--- src/design/serial_cfg_pkg.sv ---
// Constants shared by the serial port configuration block and its divider.
// Assumes a 125 MHz bus clock and a 32-bit AHB-Lite register slave.
package serial_cfg_pkg;
  // Register byte offsets
  localparam logic [7:0] CTRL_OFS = 8'h00;
  localparam logic [7:0] CFG_OFS = 8'h04;
  localparam logic [7:0] JUMP_OFS = 8'h08;
  localparam logic [7:0] PTOP_OFS = 8'h0C;
  localparam logic [7:0] PBOT_OFS = 8'h10;
  localparam logic [7:0] SMAP_OFS = 8'h14;
  localparam logic [7:0] STAT_OFS = 8'h18;
  localparam logic [7:0] CHA_OFS = 8'h1C;
  localparam logic [7:0] CHB_OFS = 8'h20;
  localparam logic [7:0] FMT_OFS = 8'h24;
  // Configuration register fields
  localparam int CFG_HARD_BIT = 0;
  localparam int CFG_PERIPH_BIT = 1;
  localparam int CFG_TWO_BIT = 2;
  localparam int CFG_LINE_LSB = 3;
  localparam logic [10:0] CFG_RESET = 11'h7F9;
  // Condition input jumper codes, three bits per input
  localparam logic [2:0] JMP_OPEN = 3'h0;
  localparam logic [2:0] JMP_GND = 3'h1;
  localparam logic [14:0] JUMP_RESET = 15'h0000;
  // Format field positions
  localparam int FMT_PAR_SUP = 0;
  localparam int FMT_STOP = 1;
  localparam int FMT_LEN_HI = 2;
  localparam int FMT_LEN_LO = 3;
  localparam int FMT_EVEN = 4;
  localparam logic [4:0] FMT_RESET = 5'h1F;
  // Line output source codes
  localparam logic [1:0] LINE_BIT0 = 2'h0;
  localparam logic [1:0] LINE_BIT1 = 2'h1;
  localparam logic [1:0] LINE_BIT3 = 2'h2;
  localparam logic [1:0] LINE_TXD = 2'h3;
  // Status source map, one nibble per status bit
  localparam logic [31:0] SMAP_RESET = 32'h9652_1043;
  localparam logic [3:0] STAT_SRC_COUNT = 4'hD;
  // Baud divider presets and terminal count
  localparam logic [11:0] PRESET_TOP_RESET = 12'hB85;
  localparam logic [11:0] PRESET_BOT_RESET = 12'hFE8;
  localparam logic [11:0] BAUD_TERMINAL = 12'hFF4;
  // System phase clock made from the bus clock
  localparam logic [16:0] SYS_CLK_KHZ = 17'h1E848;
  localparam logic [16:0] PHI_KHZ = 17'h007D0;
endpackage

--- src/design/baud_if.sv ---
// Carries the divider preset to the baud generator and its tick back.
// Assumes both ends run on the same bus clock.
`timescale 1ns/1ns
interface baud_if;
  logic [11:0] preset;
  logic tick;
  modport gen (input preset, output tick);
  modport user (output preset, input tick);
endinterface

--- src/design/baud_gen.sv ---
// Preset reloading baud divider clocked by a 2.0 MHz phase enable.
// Assumes the preset is steady except between reloads.
`timescale 1ns/1ns
module baud_gen (
  input wire logic hclk,
  input wire logic hresetn,
  baud_if.gen bus
);
  logic [16:0] acc_r;
  logic [16:0] acc_nxt;
  logic [16:0] acc_sum;
  logic phi_en_r;
  logic phi_en_nxt;
  logic [11:0] count_r;
  logic [11:0] count_nxt;
  logic tick_r;
  logic tick_nxt;

  // Fractional divider gives an average 2.0 MHz enable
  always_comb begin
    acc_sum = acc_r + serial_cfg_pkg::PHI_KHZ;
    acc_nxt = acc_sum;
    phi_en_nxt = 1'b0;
    if (acc_sum >= serial_cfg_pkg::SYS_CLK_KHZ) begin
      acc_nxt = acc_sum - serial_cfg_pkg::SYS_CLK_KHZ;
      phi_en_nxt = 1'b1;
    end
  end

  // Overflow reloads the preset and emits one tick
  always_comb begin
    count_nxt = count_r;
    tick_nxt = 1'b0;
    if (phi_en_r) begin
      if (count_r >= serial_cfg_pkg::BAUD_TERMINAL) begin
        count_nxt = bus.preset;
        tick_nxt = 1'b1;
      end else begin
        count_nxt = count_r + 12'h001;
      end
    end
  end

  always_ff @(posedge hclk or negedge hresetn) begin
    if (!hresetn) begin
      acc_r <= 17'h00000;
      phi_en_r <= 1'b0;
      // Start at terminal so the first enable loads the preset
      count_r <= serial_cfg_pkg::BAUD_TERMINAL;
      tick_r <= 1'b0;
    end else begin
      acc_r <= acc_nxt;
      phi_en_r <= phi_en_nxt;
      count_r <= count_nxt;
      tick_r <= tick_nxt;
    end
  end

  // Sixteen-times rate tick to the transceiver
  assign bus.tick = tick_r;

  AST_RELOAD: assert property (@(posedge hclk) disable iff (!hresetn)
    tick_r |-> count_r == $past(bus.preset))
    else $error("Tick without preset reload");
  AST_TERMINAL: assert property (@(posedge hclk) disable iff (!hresetn)
    phi_en_r && count_r == serial_cfg_pkg::BAUD_TERMINAL |=> tick_r)
    else $error("Overflow did not tick");
endmodule

--- src/design/serial_port_config_baud_gen.sv ---
// Serial port control, format loading, baud preset and channel flags.
// Assumes an AHB-Lite master on a 125 MHz hclk and an external transceiver.
//
// Contract
// - Parity-suppress high: no parity bit sent, none checked.
// - Stop select low one stop bit, high two, 1.5 with five bits.
// - Two length selects choose 5, 6, 7 or 8 data bits.
// - Character length counts data bits; parity is framed in addition.
// - Even-parity select high gives even parity, low gives odd.
// - Condition inputs active high; undriven inputs read high.
// - Strobe tied to control writes: each write loads bits 4 to 7.
// - Hard-wired mode holds the strobe high; formats follow inputs.
// - Peripheral driver follows control bit 0 or bit 1 by option.
// - Line outputs pick bit 0, 1, 3 or serial data; never bit 2.
// - Baud divider reloads its preset on each overflow at 2.0 MHz.
// - Preset is a 12-bit value in three 4-bit groups.
// - Divider output runs at sixteen times the bit rate.
// - 110 baud uses modulus 1136, preset 2949.
// - 9600 baud uses modulus 13, preset 4072.
// - Differing preset bits follow control bits 2 and 3.
// - Active-low avail input sets flag; ack high; read clears.
// - Control bits 0 to 3 latched on write; 4 to 7 passed on.
// - Status word shows errors, ready, flags, line inputs on chosen bits.
//
// The placing of the registers and the AHB-Lite register port were chosen for this implementation.
`timescale 1ns/1ns
module serial_port_config_baud_gen (
  input wire logic hclk,
  input wire logic hresetn,
  input wire logic hsel,
  input wire logic [31:0] haddr,
  input wire logic [1:0] htrans,
  input wire logic hwrite,
  input wire logic [2:0] hsize,
  input wire logic [31:0] hwdata,
  input wire logic hready,
  output logic hreadyout,
  output logic hresp,
  output logic [31:0] hrdata,
  input wire logic tx_serial,
  input wire logic [3:0] line_in,
  input wire logic rx_parity_fault,
  input wire logic rx_framing_fault,
  input wire logic rx_overrun_fault,
  input wire logic rx_data_ready,
  input wire logic tx_holding_empty,
  input wire logic ext_latch_a,
  input wire logic ext_latch_b,
  input wire logic ext_avail_chan_a_n,
  input wire logic ext_avail_chan_b_n,
  input wire logic [7:0] chan_a_data,
  input wire logic [7:0] chan_b_data,
  output logic parity_suppress,
  output logic stop_length_select,
  output logic char_length_sel_hi,
  output logic char_length_sel_lo,
  output logic even_parity_select,
  output logic format_load_strobe,
  output logic baud16_tick,
  output logic periph_drive,
  output logic [3:0] line_out,
  output logic ack_chan_a,
  output logic ack_chan_b
);
  logic wr_pend_r, wr_pend_nxt;
  logic [7:0] wr_ofs_r, wr_ofs_nxt;
  logic [31:0] hrdata_r, hrdata_nxt;
  logic [3:0] ctrl_hold_r, ctrl_hold_nxt;
  logic [3:0] ctrl_up_r, ctrl_up_nxt;
  logic [10:0] cfg_r, cfg_nxt;
  logic [14:0] jump_r, jump_nxt;
  logic [11:0] ptop_r, ptop_nxt;
  logic [11:0] pbot_r, pbot_nxt;
  logic [31:0] smap_r, smap_nxt;
  logic [4:0] fmt_r, fmt_nxt;
  logic strobe_r, strobe_nxt;
  logic flag_a_r, flag_a_nxt;
  logic flag_b_r, flag_b_nxt;
  logic periph_r, periph_nxt;
  logic [3:0] line_r, line_nxt;
  logic tick_r;
  logic ctrl_wr, clr_a, clr_b, addr_ok;
  logic [3:0] cond_up;
  logic [4:0] cond;
  logic [12:0] stat_src;
  logic [7:0] status;
  logic [11:0] preset_eff;

  baud_if baud ();

  baud_gen u_baud (
    .hclk(hclk),
    .hresetn(hresetn),
    .bus(baud)
  );

  // Level of one condition input as its jumper leaves it
  function automatic logic jmp_level(input logic [2:0] code,
                                     input logic [3:0] up);
    if (code[2])
      return up[code[1:0]];
    return code != serial_cfg_pkg::JMP_GND;
  endfunction

  // Line output source; control bit 2 has no code
  function automatic logic line_pick(input logic [1:0] code,
                                     input logic [3:0] hold,
                                     input logic txd);
    unique case (code)
      serial_cfg_pkg::LINE_BIT0: return hold[0];
      serial_cfg_pkg::LINE_BIT1: return hold[1];
      serial_cfg_pkg::LINE_BIT3: return hold[3];
      serial_cfg_pkg::LINE_TXD: return txd;
    endcase
  endfunction

  function automatic logic src_pick(input logic [3:0] code,
                                    input logic [12:0] src);
    if (code < serial_cfg_pkg::STAT_SRC_COUNT)
      return src[code];
    return 1'b0;
  endfunction

  // Preset bits that differ follow control bits 2 and 3
  always_comb begin
    if (cfg_r[serial_cfg_pkg::CFG_TWO_BIT])
      preset_eff = (ptop_r & pbot_r) |
                   (ptop_r & ~pbot_r & {12{ctrl_hold_r[2]}}) |
                   (~ptop_r & pbot_r & {12{ctrl_hold_r[3]}});
    else
      preset_eff = ptop_r;
  end
  assign baud.preset = preset_eff;

  assign stat_src = {line_in, ext_latch_b, ext_latch_a, flag_b_r, flag_a_r,
                     tx_holding_empty, rx_data_ready, rx_overrun_fault,
                     rx_framing_fault, rx_parity_fault};

  // Status bits placed by the source map
  always_comb begin
    for (int i = 0; i < 8; i++)
      status[i] = src_pick(smap_r[4*i +: 4], stat_src);
  end

  // Bus slave and register writes
  always_comb begin
    addr_ok = hsel && hready && htrans[1];
    wr_pend_nxt = addr_ok && hwrite;
    wr_ofs_nxt = haddr[7:0];
    ctrl_hold_nxt = ctrl_hold_r;
    ctrl_up_nxt = ctrl_up_r;
    cfg_nxt = cfg_r;
    jump_nxt = jump_r;
    ptop_nxt = ptop_r;
    pbot_nxt = pbot_r;
    smap_nxt = smap_r;
    ctrl_wr = 1'b0;
    if (wr_pend_r) begin
      unique case (wr_ofs_r)
        serial_cfg_pkg::CTRL_OFS: begin
          ctrl_wr = 1'b1;
          ctrl_hold_nxt = hwdata[3:0];
          ctrl_up_nxt = hwdata[7:4];
        end
        serial_cfg_pkg::CFG_OFS: cfg_nxt = hwdata[10:0];
        serial_cfg_pkg::JUMP_OFS: jump_nxt = hwdata[14:0];
        serial_cfg_pkg::PTOP_OFS: ptop_nxt = hwdata[11:0];
        serial_cfg_pkg::PBOT_OFS: pbot_nxt = hwdata[11:0];
        serial_cfg_pkg::SMAP_OFS: smap_nxt = hwdata;
        default: ;
      endcase
    end
  end

  // Reads are sampled in the address phase; register reads see a pending write, status and format reads do not
  always_comb begin
    hrdata_nxt = hrdata_r;
    clr_a = 1'b0;
    clr_b = 1'b0;
    if (addr_ok && !hwrite) begin
      hrdata_nxt = 32'h0000_0000;
      unique case (haddr[7:0])
        serial_cfg_pkg::CTRL_OFS: hrdata_nxt[7:0] = {ctrl_up_nxt,
                                                     ctrl_hold_nxt};
        serial_cfg_pkg::CFG_OFS: hrdata_nxt[10:0] = cfg_nxt;
        serial_cfg_pkg::JUMP_OFS: hrdata_nxt[14:0] = jump_nxt;
        serial_cfg_pkg::PTOP_OFS: hrdata_nxt[11:0] = ptop_nxt;
        serial_cfg_pkg::PBOT_OFS: hrdata_nxt[11:0] = pbot_nxt;
        serial_cfg_pkg::SMAP_OFS: hrdata_nxt = smap_nxt;
        serial_cfg_pkg::STAT_OFS: hrdata_nxt[7:0] = status;
        serial_cfg_pkg::CHA_OFS: begin
          hrdata_nxt[7:0] = chan_a_data;
          clr_a = 1'b1;
        end
        serial_cfg_pkg::CHB_OFS: begin
          hrdata_nxt[7:0] = chan_b_data;
          clr_b = 1'b1;
        end
        serial_cfg_pkg::FMT_OFS: hrdata_nxt[19:0] = {preset_eff, 3'h0,
                                                     fmt_r};
        default: ;
      endcase
    end
  end

  // Format loading: write strobe or held high when hard-wired
  always_comb begin
    strobe_nxt = cfg_r[serial_cfg_pkg::CFG_HARD_BIT] || ctrl_wr;
    cond_up = ctrl_wr ? hwdata[7:4] : ctrl_up_r;
    for (int i = 0; i < 5; i++)
      cond[i] = jmp_level(jump_r[3*i +: 3], cond_up);
    fmt_nxt = strobe_nxt ? cond : fmt_r;
  end

  // Channel flags; a set in the clearing cycle wins
  always_comb begin
    flag_a_nxt = !ext_avail_chan_a_n || (flag_a_r && !clr_a);
    flag_b_nxt = !ext_avail_chan_b_n || (flag_b_r && !clr_b);
  end

  // Output routing from the holding latch
  always_comb begin
    periph_nxt = cfg_r[serial_cfg_pkg::CFG_PERIPH_BIT] ? ctrl_hold_r[1]
                                                       : ctrl_hold_r[0];
    for (int i = 0; i < 4; i++)
      line_nxt[i] = line_pick(cfg_r[serial_cfg_pkg::CFG_LINE_LSB + 2*i +: 2],
                              ctrl_hold_r, tx_serial);
  end

  always_ff @(posedge hclk or negedge hresetn) begin
    if (!hresetn) begin
      wr_pend_r <= 1'b0;
      wr_ofs_r <= 8'h00;
      hrdata_r <= 32'h0000_0000;
      hreadyout <= 1'b0;
      ctrl_hold_r <= 4'h0;
      ctrl_up_r <= 4'hF;
      cfg_r <= serial_cfg_pkg::CFG_RESET;
      jump_r <= serial_cfg_pkg::JUMP_RESET;
      ptop_r <= serial_cfg_pkg::PRESET_TOP_RESET;
      pbot_r <= serial_cfg_pkg::PRESET_BOT_RESET;
      smap_r <= serial_cfg_pkg::SMAP_RESET;
      fmt_r <= serial_cfg_pkg::FMT_RESET;
      strobe_r <= 1'b0;
      flag_a_r <= 1'b0;
      flag_b_r <= 1'b0;
      periph_r <= 1'b0;
      line_r <= 4'h0;
      tick_r <= 1'b0;
    end else begin
      wr_pend_r <= wr_pend_nxt;
      wr_ofs_r <= wr_ofs_nxt;
      hrdata_r <= hrdata_nxt;
      hreadyout <= 1'b1;
      ctrl_hold_r <= ctrl_hold_nxt;
      ctrl_up_r <= ctrl_up_nxt;
      cfg_r <= cfg_nxt;
      jump_r <= jump_nxt;
      ptop_r <= ptop_nxt;
      pbot_r <= pbot_nxt;
      smap_r <= smap_nxt;
      fmt_r <= fmt_nxt;
      strobe_r <= strobe_nxt;
      flag_a_r <= flag_a_nxt;
      flag_b_r <= flag_b_nxt;
      periph_r <= periph_nxt;
      line_r <= line_nxt;
      tick_r <= baud.tick;
    end
  end

  // Format fields drive the transceiver
  assign parity_suppress = fmt_r[serial_cfg_pkg::FMT_PAR_SUP];
  assign stop_length_select = fmt_r[serial_cfg_pkg::FMT_STOP];
  assign char_length_sel_hi = fmt_r[serial_cfg_pkg::FMT_LEN_HI];
  assign char_length_sel_lo = fmt_r[serial_cfg_pkg::FMT_LEN_LO];
  assign even_parity_select = fmt_r[serial_cfg_pkg::FMT_EVEN];
  assign format_load_strobe = strobe_r;
  assign baud16_tick = tick_r;
  assign periph_drive = periph_r;
  assign line_out = line_r;
  assign ack_chan_a = flag_a_r;
  assign ack_chan_b = flag_b_r;
  assign hrdata = hrdata_r;
  assign hresp = 1'b0;

  AST_HOLD_LATCH: assert property (@(posedge hclk) disable iff (!hresetn)
    wr_pend_r && wr_ofs_r == serial_cfg_pkg::CTRL_OFS
    |=> ctrl_hold_r == $past(hwdata[3:0]))
    else $error("Control low nibble not latched");
  AST_FMT_STROBE: assert property (@(posedge hclk) disable iff (!hresetn)
    wr_pend_r && wr_ofs_r == serial_cfg_pkg::CTRL_OFS && jump_r[11:0] == 12'hFAC
    |=> fmt_r[3:0] == $past(hwdata[7:4]))
    else $error("Control write did not load format");
  AST_FMT_HOLD: assert property (@(posedge hclk) disable iff (!hresetn)
    !cfg_r[serial_cfg_pkg::CFG_HARD_BIT] && !ctrl_wr
    |=> $stable(fmt_r))
    else $error("Format changed without a load");
  AST_FMT_HARD: assert property (@(posedge hclk) disable iff (!hresetn)
    cfg_r[serial_cfg_pkg::CFG_HARD_BIT] ##1 format_load_strobe
    |-> fmt_r == $past(cond))
    else $error("Hard-wired format not following inputs");
  AST_FLAG_SET: assert property (@(posedge hclk) disable iff (!hresetn)
    !ext_avail_chan_a_n |=> ack_chan_a ##0 flag_a_r)
    else $error("Avail input did not set flag");
  AST_FLAG_KEEP: assert property (@(posedge hclk) disable iff (!hresetn)
    flag_b_r && !clr_b |=> ack_chan_b)
    else $error("Flag dropped without a read");
  AST_PERIPH: assert property (@(posedge hclk) disable iff (!hresetn)
    cfg_r[serial_cfg_pkg::CFG_PERIPH_BIT] ##1 $stable(ctrl_hold_r)
    |-> periph_drive == ctrl_hold_r[1])
    else $error("Peripheral driver on wrong bit");
  AST_LINE_TXD: assert property (@(posedge hclk) disable iff (!hresetn)
    cfg_r[serial_cfg_pkg::CFG_LINE_LSB +: 2] == serial_cfg_pkg::LINE_TXD
    |=> line_out[0] == $past(tx_serial))
    else $error("Line output not carrying serial data");
  AST_TWO_RATE: assert property (@(posedge hclk) disable iff (!hresetn)
    cfg_r[serial_cfg_pkg::CFG_TWO_BIT] && ctrl_hold_r[3:2] == 2'b10
    |-> baud.preset == pbot_r)
    else $error("Second rate preset not selected");
  AST_STATUS: assert property (@(posedge hclk) disable iff (!hresetn)
    smap_r[3:0] == 4'h3 |-> status[0] == rx_data_ready)
    else $error("Status bit not mapped");
endmodule

--- config.mk ---
export PLATFORM = sky130hd
export DESIGN_NAME = serial_port_config_baud_gen
export DESIGN_NICKNAME = d
export VERILOG_FILES = /design/src/design/serial_cfg_pkg.sv /design/src/design/baud_if.sv /design/src/design/baud_gen.sv /design/src/design/serial_port_config_baud_gen.sv
export SDC_FILE = /design/constraint.sdc
export NUM_CORES = 1
export LEC_CHECK = 0
export BUFFER_PORTS_ARGS = -buffer_cell sky130_fd_sc_hd__buf_2
export CAP_MARGIN = 5
export CORE_ASPECT_RATIO = 1.75
export CORE_UTILIZATION = 57
export DETAILED_ROUTE_END_ITERATION = 8
export GPL_TIMING_DRIVEN = 0
export HOLD_SLACK_MARGIN = 0.05
export MAX_ROUTING_LAYER = met4
export PLACE_DENSITY = 0.83
export SYNTH_ARGS = -nofsm -noshare
export SYNTH_HDL_FRONTEND = slang
export SYNTH_SLANG_ARGS = --single-unit
--- constraint.sdc ---
create_clock -name hclk -period 3.3 [get_ports hclk]
set_clock_uncertainty 0.15 [all_clocks]
set_input_delay 0.66 -clock hclk [delete_from_list [all_inputs] [get_ports hclk]]
set_output_delay 0.66 -clock hclk [all_outputs]
set_load 0.02 [all_outputs]
==> impl_results.rst <==
.. list-table::
   :header-rows: 1

   * - Metric
     - Value
   * - Max Slew Vio Count
     - 0
   * - Crit-path max FO
     - 10
   * - Gp weighted congestion
     - a little under 1
   * - Most frequent standard cell in the layout excluding fill and tap cells
     - buf_2
   * - Clock Sink Count
     - roughly 170
   * - Number of cells in the design after placement
     - roughly 1200
   * - Insertion delay to the later sink of the worst-skew pair
     - between 0.4 and 0.5 ns
   * - Yosys top cell area share
     - between 30% and 40%
   * - Initial antenna violation count
     - 0
   * - Post-detailed-route DRC marker count
     - 0
   * - Arrival time reported for the critical path endpoint
     - about 3.4 ns
   * - Per-cell routed wire length
     - about 24 um
   * - Distinct cells, synth
     - roughly 70
   * - Clock Tree Buf Depth
     - 2
   * - Minimum setup slack in the final design
     - a little under 0.08 ns
   * - First-pass iteration count of the detailed router
     - 6
   * - ANT nets after route
     - 0
   * - Global-route usage over all layers
     - ~37%
   * - H-tree level count
     - 4
   * - Post-synthesis async set-or-reset flop share
     - 100%
   * - Switching power
     - roughly 0.0011 W
   * - Die area
     - between 15000 and 20000 um2
   * - Total wire length after detailed routing
     - ~30 mm
   * - Power per cell area
     - ~400 nW/um2
   * - Via count
     - 8220
   * - Synthesized area
     - 9580 um2
   * - Total Negative Setup Slacks
     - 0 ns
   * - Total core area
     - 16400 um2
   * - Time the worst path needs with I/O delays and setup
     - 3.22 ns
   * - Top flip-flop cell by instance count after synthesis
     - dfrtp_1
   * - Vertical die dimension
     - about 170 um
   * - Number of top-level pins
     - 152
   * - Largest cells by area after synthesis
     - dfrtp_1, dfstp_2, mux2_2
   * - Number of port buffers
     - roughly 120
   * - Number of cell rows
     - 62
   * - Net count after synthesis
     - around 990
   * - Outcome
     - completed
   * - Net total in the final layout
     - 1126
   * - Average vias per placed instance
     - roughly 6.6
   * - P_leak
     - 4.71 nW
   * - Most frequent cells in the layout
     - buf_2, dfrtp_1, nand2_1, mux2_2, dfstp_2
   * - Final setup fails
     - 0
   * - Final Cycle Share
     - between 90% and 100%
   * - Vias in the first global route
     - approximately 8500
   * - FILL cells
     - 1297
   * - Maximum number of pins on one net before global-route repair
     - 94
   * - Setup repair after global routing missed its margin
     - no
   * - Critical path capture point type
     - flip-flop
   * - Mean instance size in the synthesized netlist
     - roughly 11 um2
   * - Number of warnings reported in the yosys synthesis log
     - 0
   * - Internal cell power
     - 0.00339 W
   * - Share of total power in combinational logic
     - 8.2%
   * - Final hold violation count
     - 0
   * - Library cell with the largest summed area after synthesis
     - dfrtp_1
   * - Critical path start-end classification
     - reg2reg
   * - DRT iter0 DRCs
     - approximately 700
   * - First-pass GRT wire length
     - 46.2 mm
   * - Number of violations of the max-capacitance limit
     - 0
   * - EDFF count, synth
     - 0
   * - Root Buffer Master
     - clkbuf_16
   * - Flip-flop and latch count after synthesis
     - approximately 170
   * - Share of synthesized area occupied by flip-flops and latches
     - roughly 46%
   * - Die Wd
     - between 90 and 100 um
   * - Antenna diode instance count
     - 0
   * - Placed standard-cell area
     - 10500 um2
   * - Critical path data required time
     - about 3.4 ns
   * - Final non-filler cell total
     - between 1000 and 1500
   * - Ratio of cells with drive above 1 in the final layout
     - roughly a third
   * - GRT overflow
     - 0
   * - CTS tree
     - built
   * - Clk pin slew, worst setup/hold paths
     - ~0.070 ns
   * - Hold Crit Class
     - in2async
   * - Power share of the clock group
     - a little over two fifths
   * - Number of standard cells after synthesis
     - a little under 900
   * - Transition time at the pin with the least slew margin
     - around 0.94 ns
   * - Power share of the sequential group
     - between 40% and 50%
   * - Top achievable clock speed
     - ~310 MHz
   * - Area Growth Syn to Fin
     - 16.1%
   * - Initial standard-cell utilization of the core
     - between 50% and 60%
   * - Share of the core filled with cells in the final layout
     - approximately two thirds
   * - Share of total power consumed by net switching
     - approximately a quarter
   * - Post-detailed-placement half-perimeter wirelength
     - roughly 22 mm
   * - Post-route cell area
     - approximately 11000 um2
   * - Worst slew margin relative to its limit
     - 36.7%
   * - Cts bufs inserted
     - 17
   * - Peak supply drop
     - 0.352 mV
   * - Pre-CTS setup slack
     - -0.313 ns
   * - CP startpoint kind
     - flip-flop
==> metal layers <==
| layer | track usage [%] | part of all wire (%) | vias up |
|---|---|---|---|
| met5 | - | 0 | - |
| met4 | 26.6 | 8.0 | 0 |
| met2 | 61.3 | 51 | 494 |
| met3 | 6.81 | 6.5 | 167 |
| li1 | - | - | 3556 |
| met1 | 38.7 | 34 | 4003 |
==> area by class of cell <==
cell class	count	area [um2]	share of cell area [%]
Multi-Input combinational cell	630	4920	44.2
Sequential cell	174	4420	39.7
Timing Repair Buffer	122	651	5.85
Clock buffer	22	484	4.35
Tap cell	224	280	2.52
Buffer	55	235	2.11
Clock inverter	10	80.1	0.720
Inverter	16	60.1	0.540
==> kinds of logic (layout without fill, tap and decap cells) <==
logic type / after synthesis / in the layout / synth area share [%]
compound gates: 208 / 208 / 15.4
xor+xnor: 17 / 17 / 1.55
fa+ha+maj: 6 / 6 / 0.784
buf+inv: 71 / 225 / 3.06
flops: 174 / 174 / 46.1
mux: 145 / 145 / 19.7
other cells: 2 / 2 / 0.0784
simple gates: 252 / 252 / 13.3
==> registers in the layout, indices dropped and copies added (netlist names), 4 cells and up <==
name and flops:
hrdata 32, line_out 4, pbot_r 12, ctrl_hold_r 4
ctrl_up_r 4, smap_r 32, ptop_r 12, u_baud.count_r 12
u_baud.acc_r 14, cfg_r 11, jump_r 15, fmt_r 5
wr_ofs_r 8
==> cells in the mapped netlist, drive strengths merged (8+ instances only) <==
library cell and n:
nand3 19, a221o 9, a21oi 28, and2 10, mux2i 35, inv 16, nand3b 8, mux4 26
dfrtp 122, buf 12, dfstp 52, o21ai 47, and3 16, o211ai 9, a22oi 17, clkbuf 43
nor2 42, nand2 93, mux2 84, nor2b 13, nand2b 19, xnor2 13, a221oi 12, o22ai 14
==> worst max-delay path, cell delays in order, from the launching register on <==
cell	delay (ns)
dfrtp_1	0.37
or4_4	0.54
buf_6	0.15
nor4_4	0.37
buf_2	0.39
mux2_2	0.39
a221oi_1	0.53
a32oi_1	0.18
==> power groups by stage <==
stage / sequential [W] / combinational (W) / clock [W]
3_5_place_dp: 0.00226 / 0.000362 / 0
5_1_grt: 0.00223 / 0.000399 / 0.00203
4_1_cts: 0.00223 / 0.000366 / 0.00194
6_report: 0.00223 / 0.000371 / 0.00194
3_3_place_gp: 0.00226 / 0.000352 / 0
2_1_floorplan: 0.00228 / 0.000141 / 0
==> through the flow <==
stage	hold WS [ns]	power, W
2_1_floorplan	0.181	0.00243
3_3_place_gp	0.182	0.00261
3_5_place_dp	0.186	0.00262
4_1_cts	0.0796	0.00453
5_1_grt	0.0940	0.00466
6_report	0.0444	0.00453
==> what timing repair did <==
| action | CTS | global route |
|---|---|---|
| gates cloned | 0 | 0 |
| setup endpoints to repair | 14 | 22 |
| pin swaps | 0 | 1 |
| hold buffers | 0 | 0 |
| setup buffers | 0 | 3 |
| resized for setup | 3 | 6 |
==> worst paths after layout <==
kind,start,to,slack (ns),depth (start not counted)
setup / recovery,wr_ofs_r[1],hrdata[7],0.08,7
hold / removal,hresetn,line_out[3],0.04,1
setup reg to reg,wr_ofs_r[1],hrdata[7],0.08,7
hold reg to reg,u_baud.bus.tick,baud16_tick,0.20,0
max in group asynchronous,hresetn,smap_r[22],2.03,2
min in group hclk,haddr[5],wr_ofs_r[5],0.19,1
Note: power is estimated with default switching activity, not from simulation.
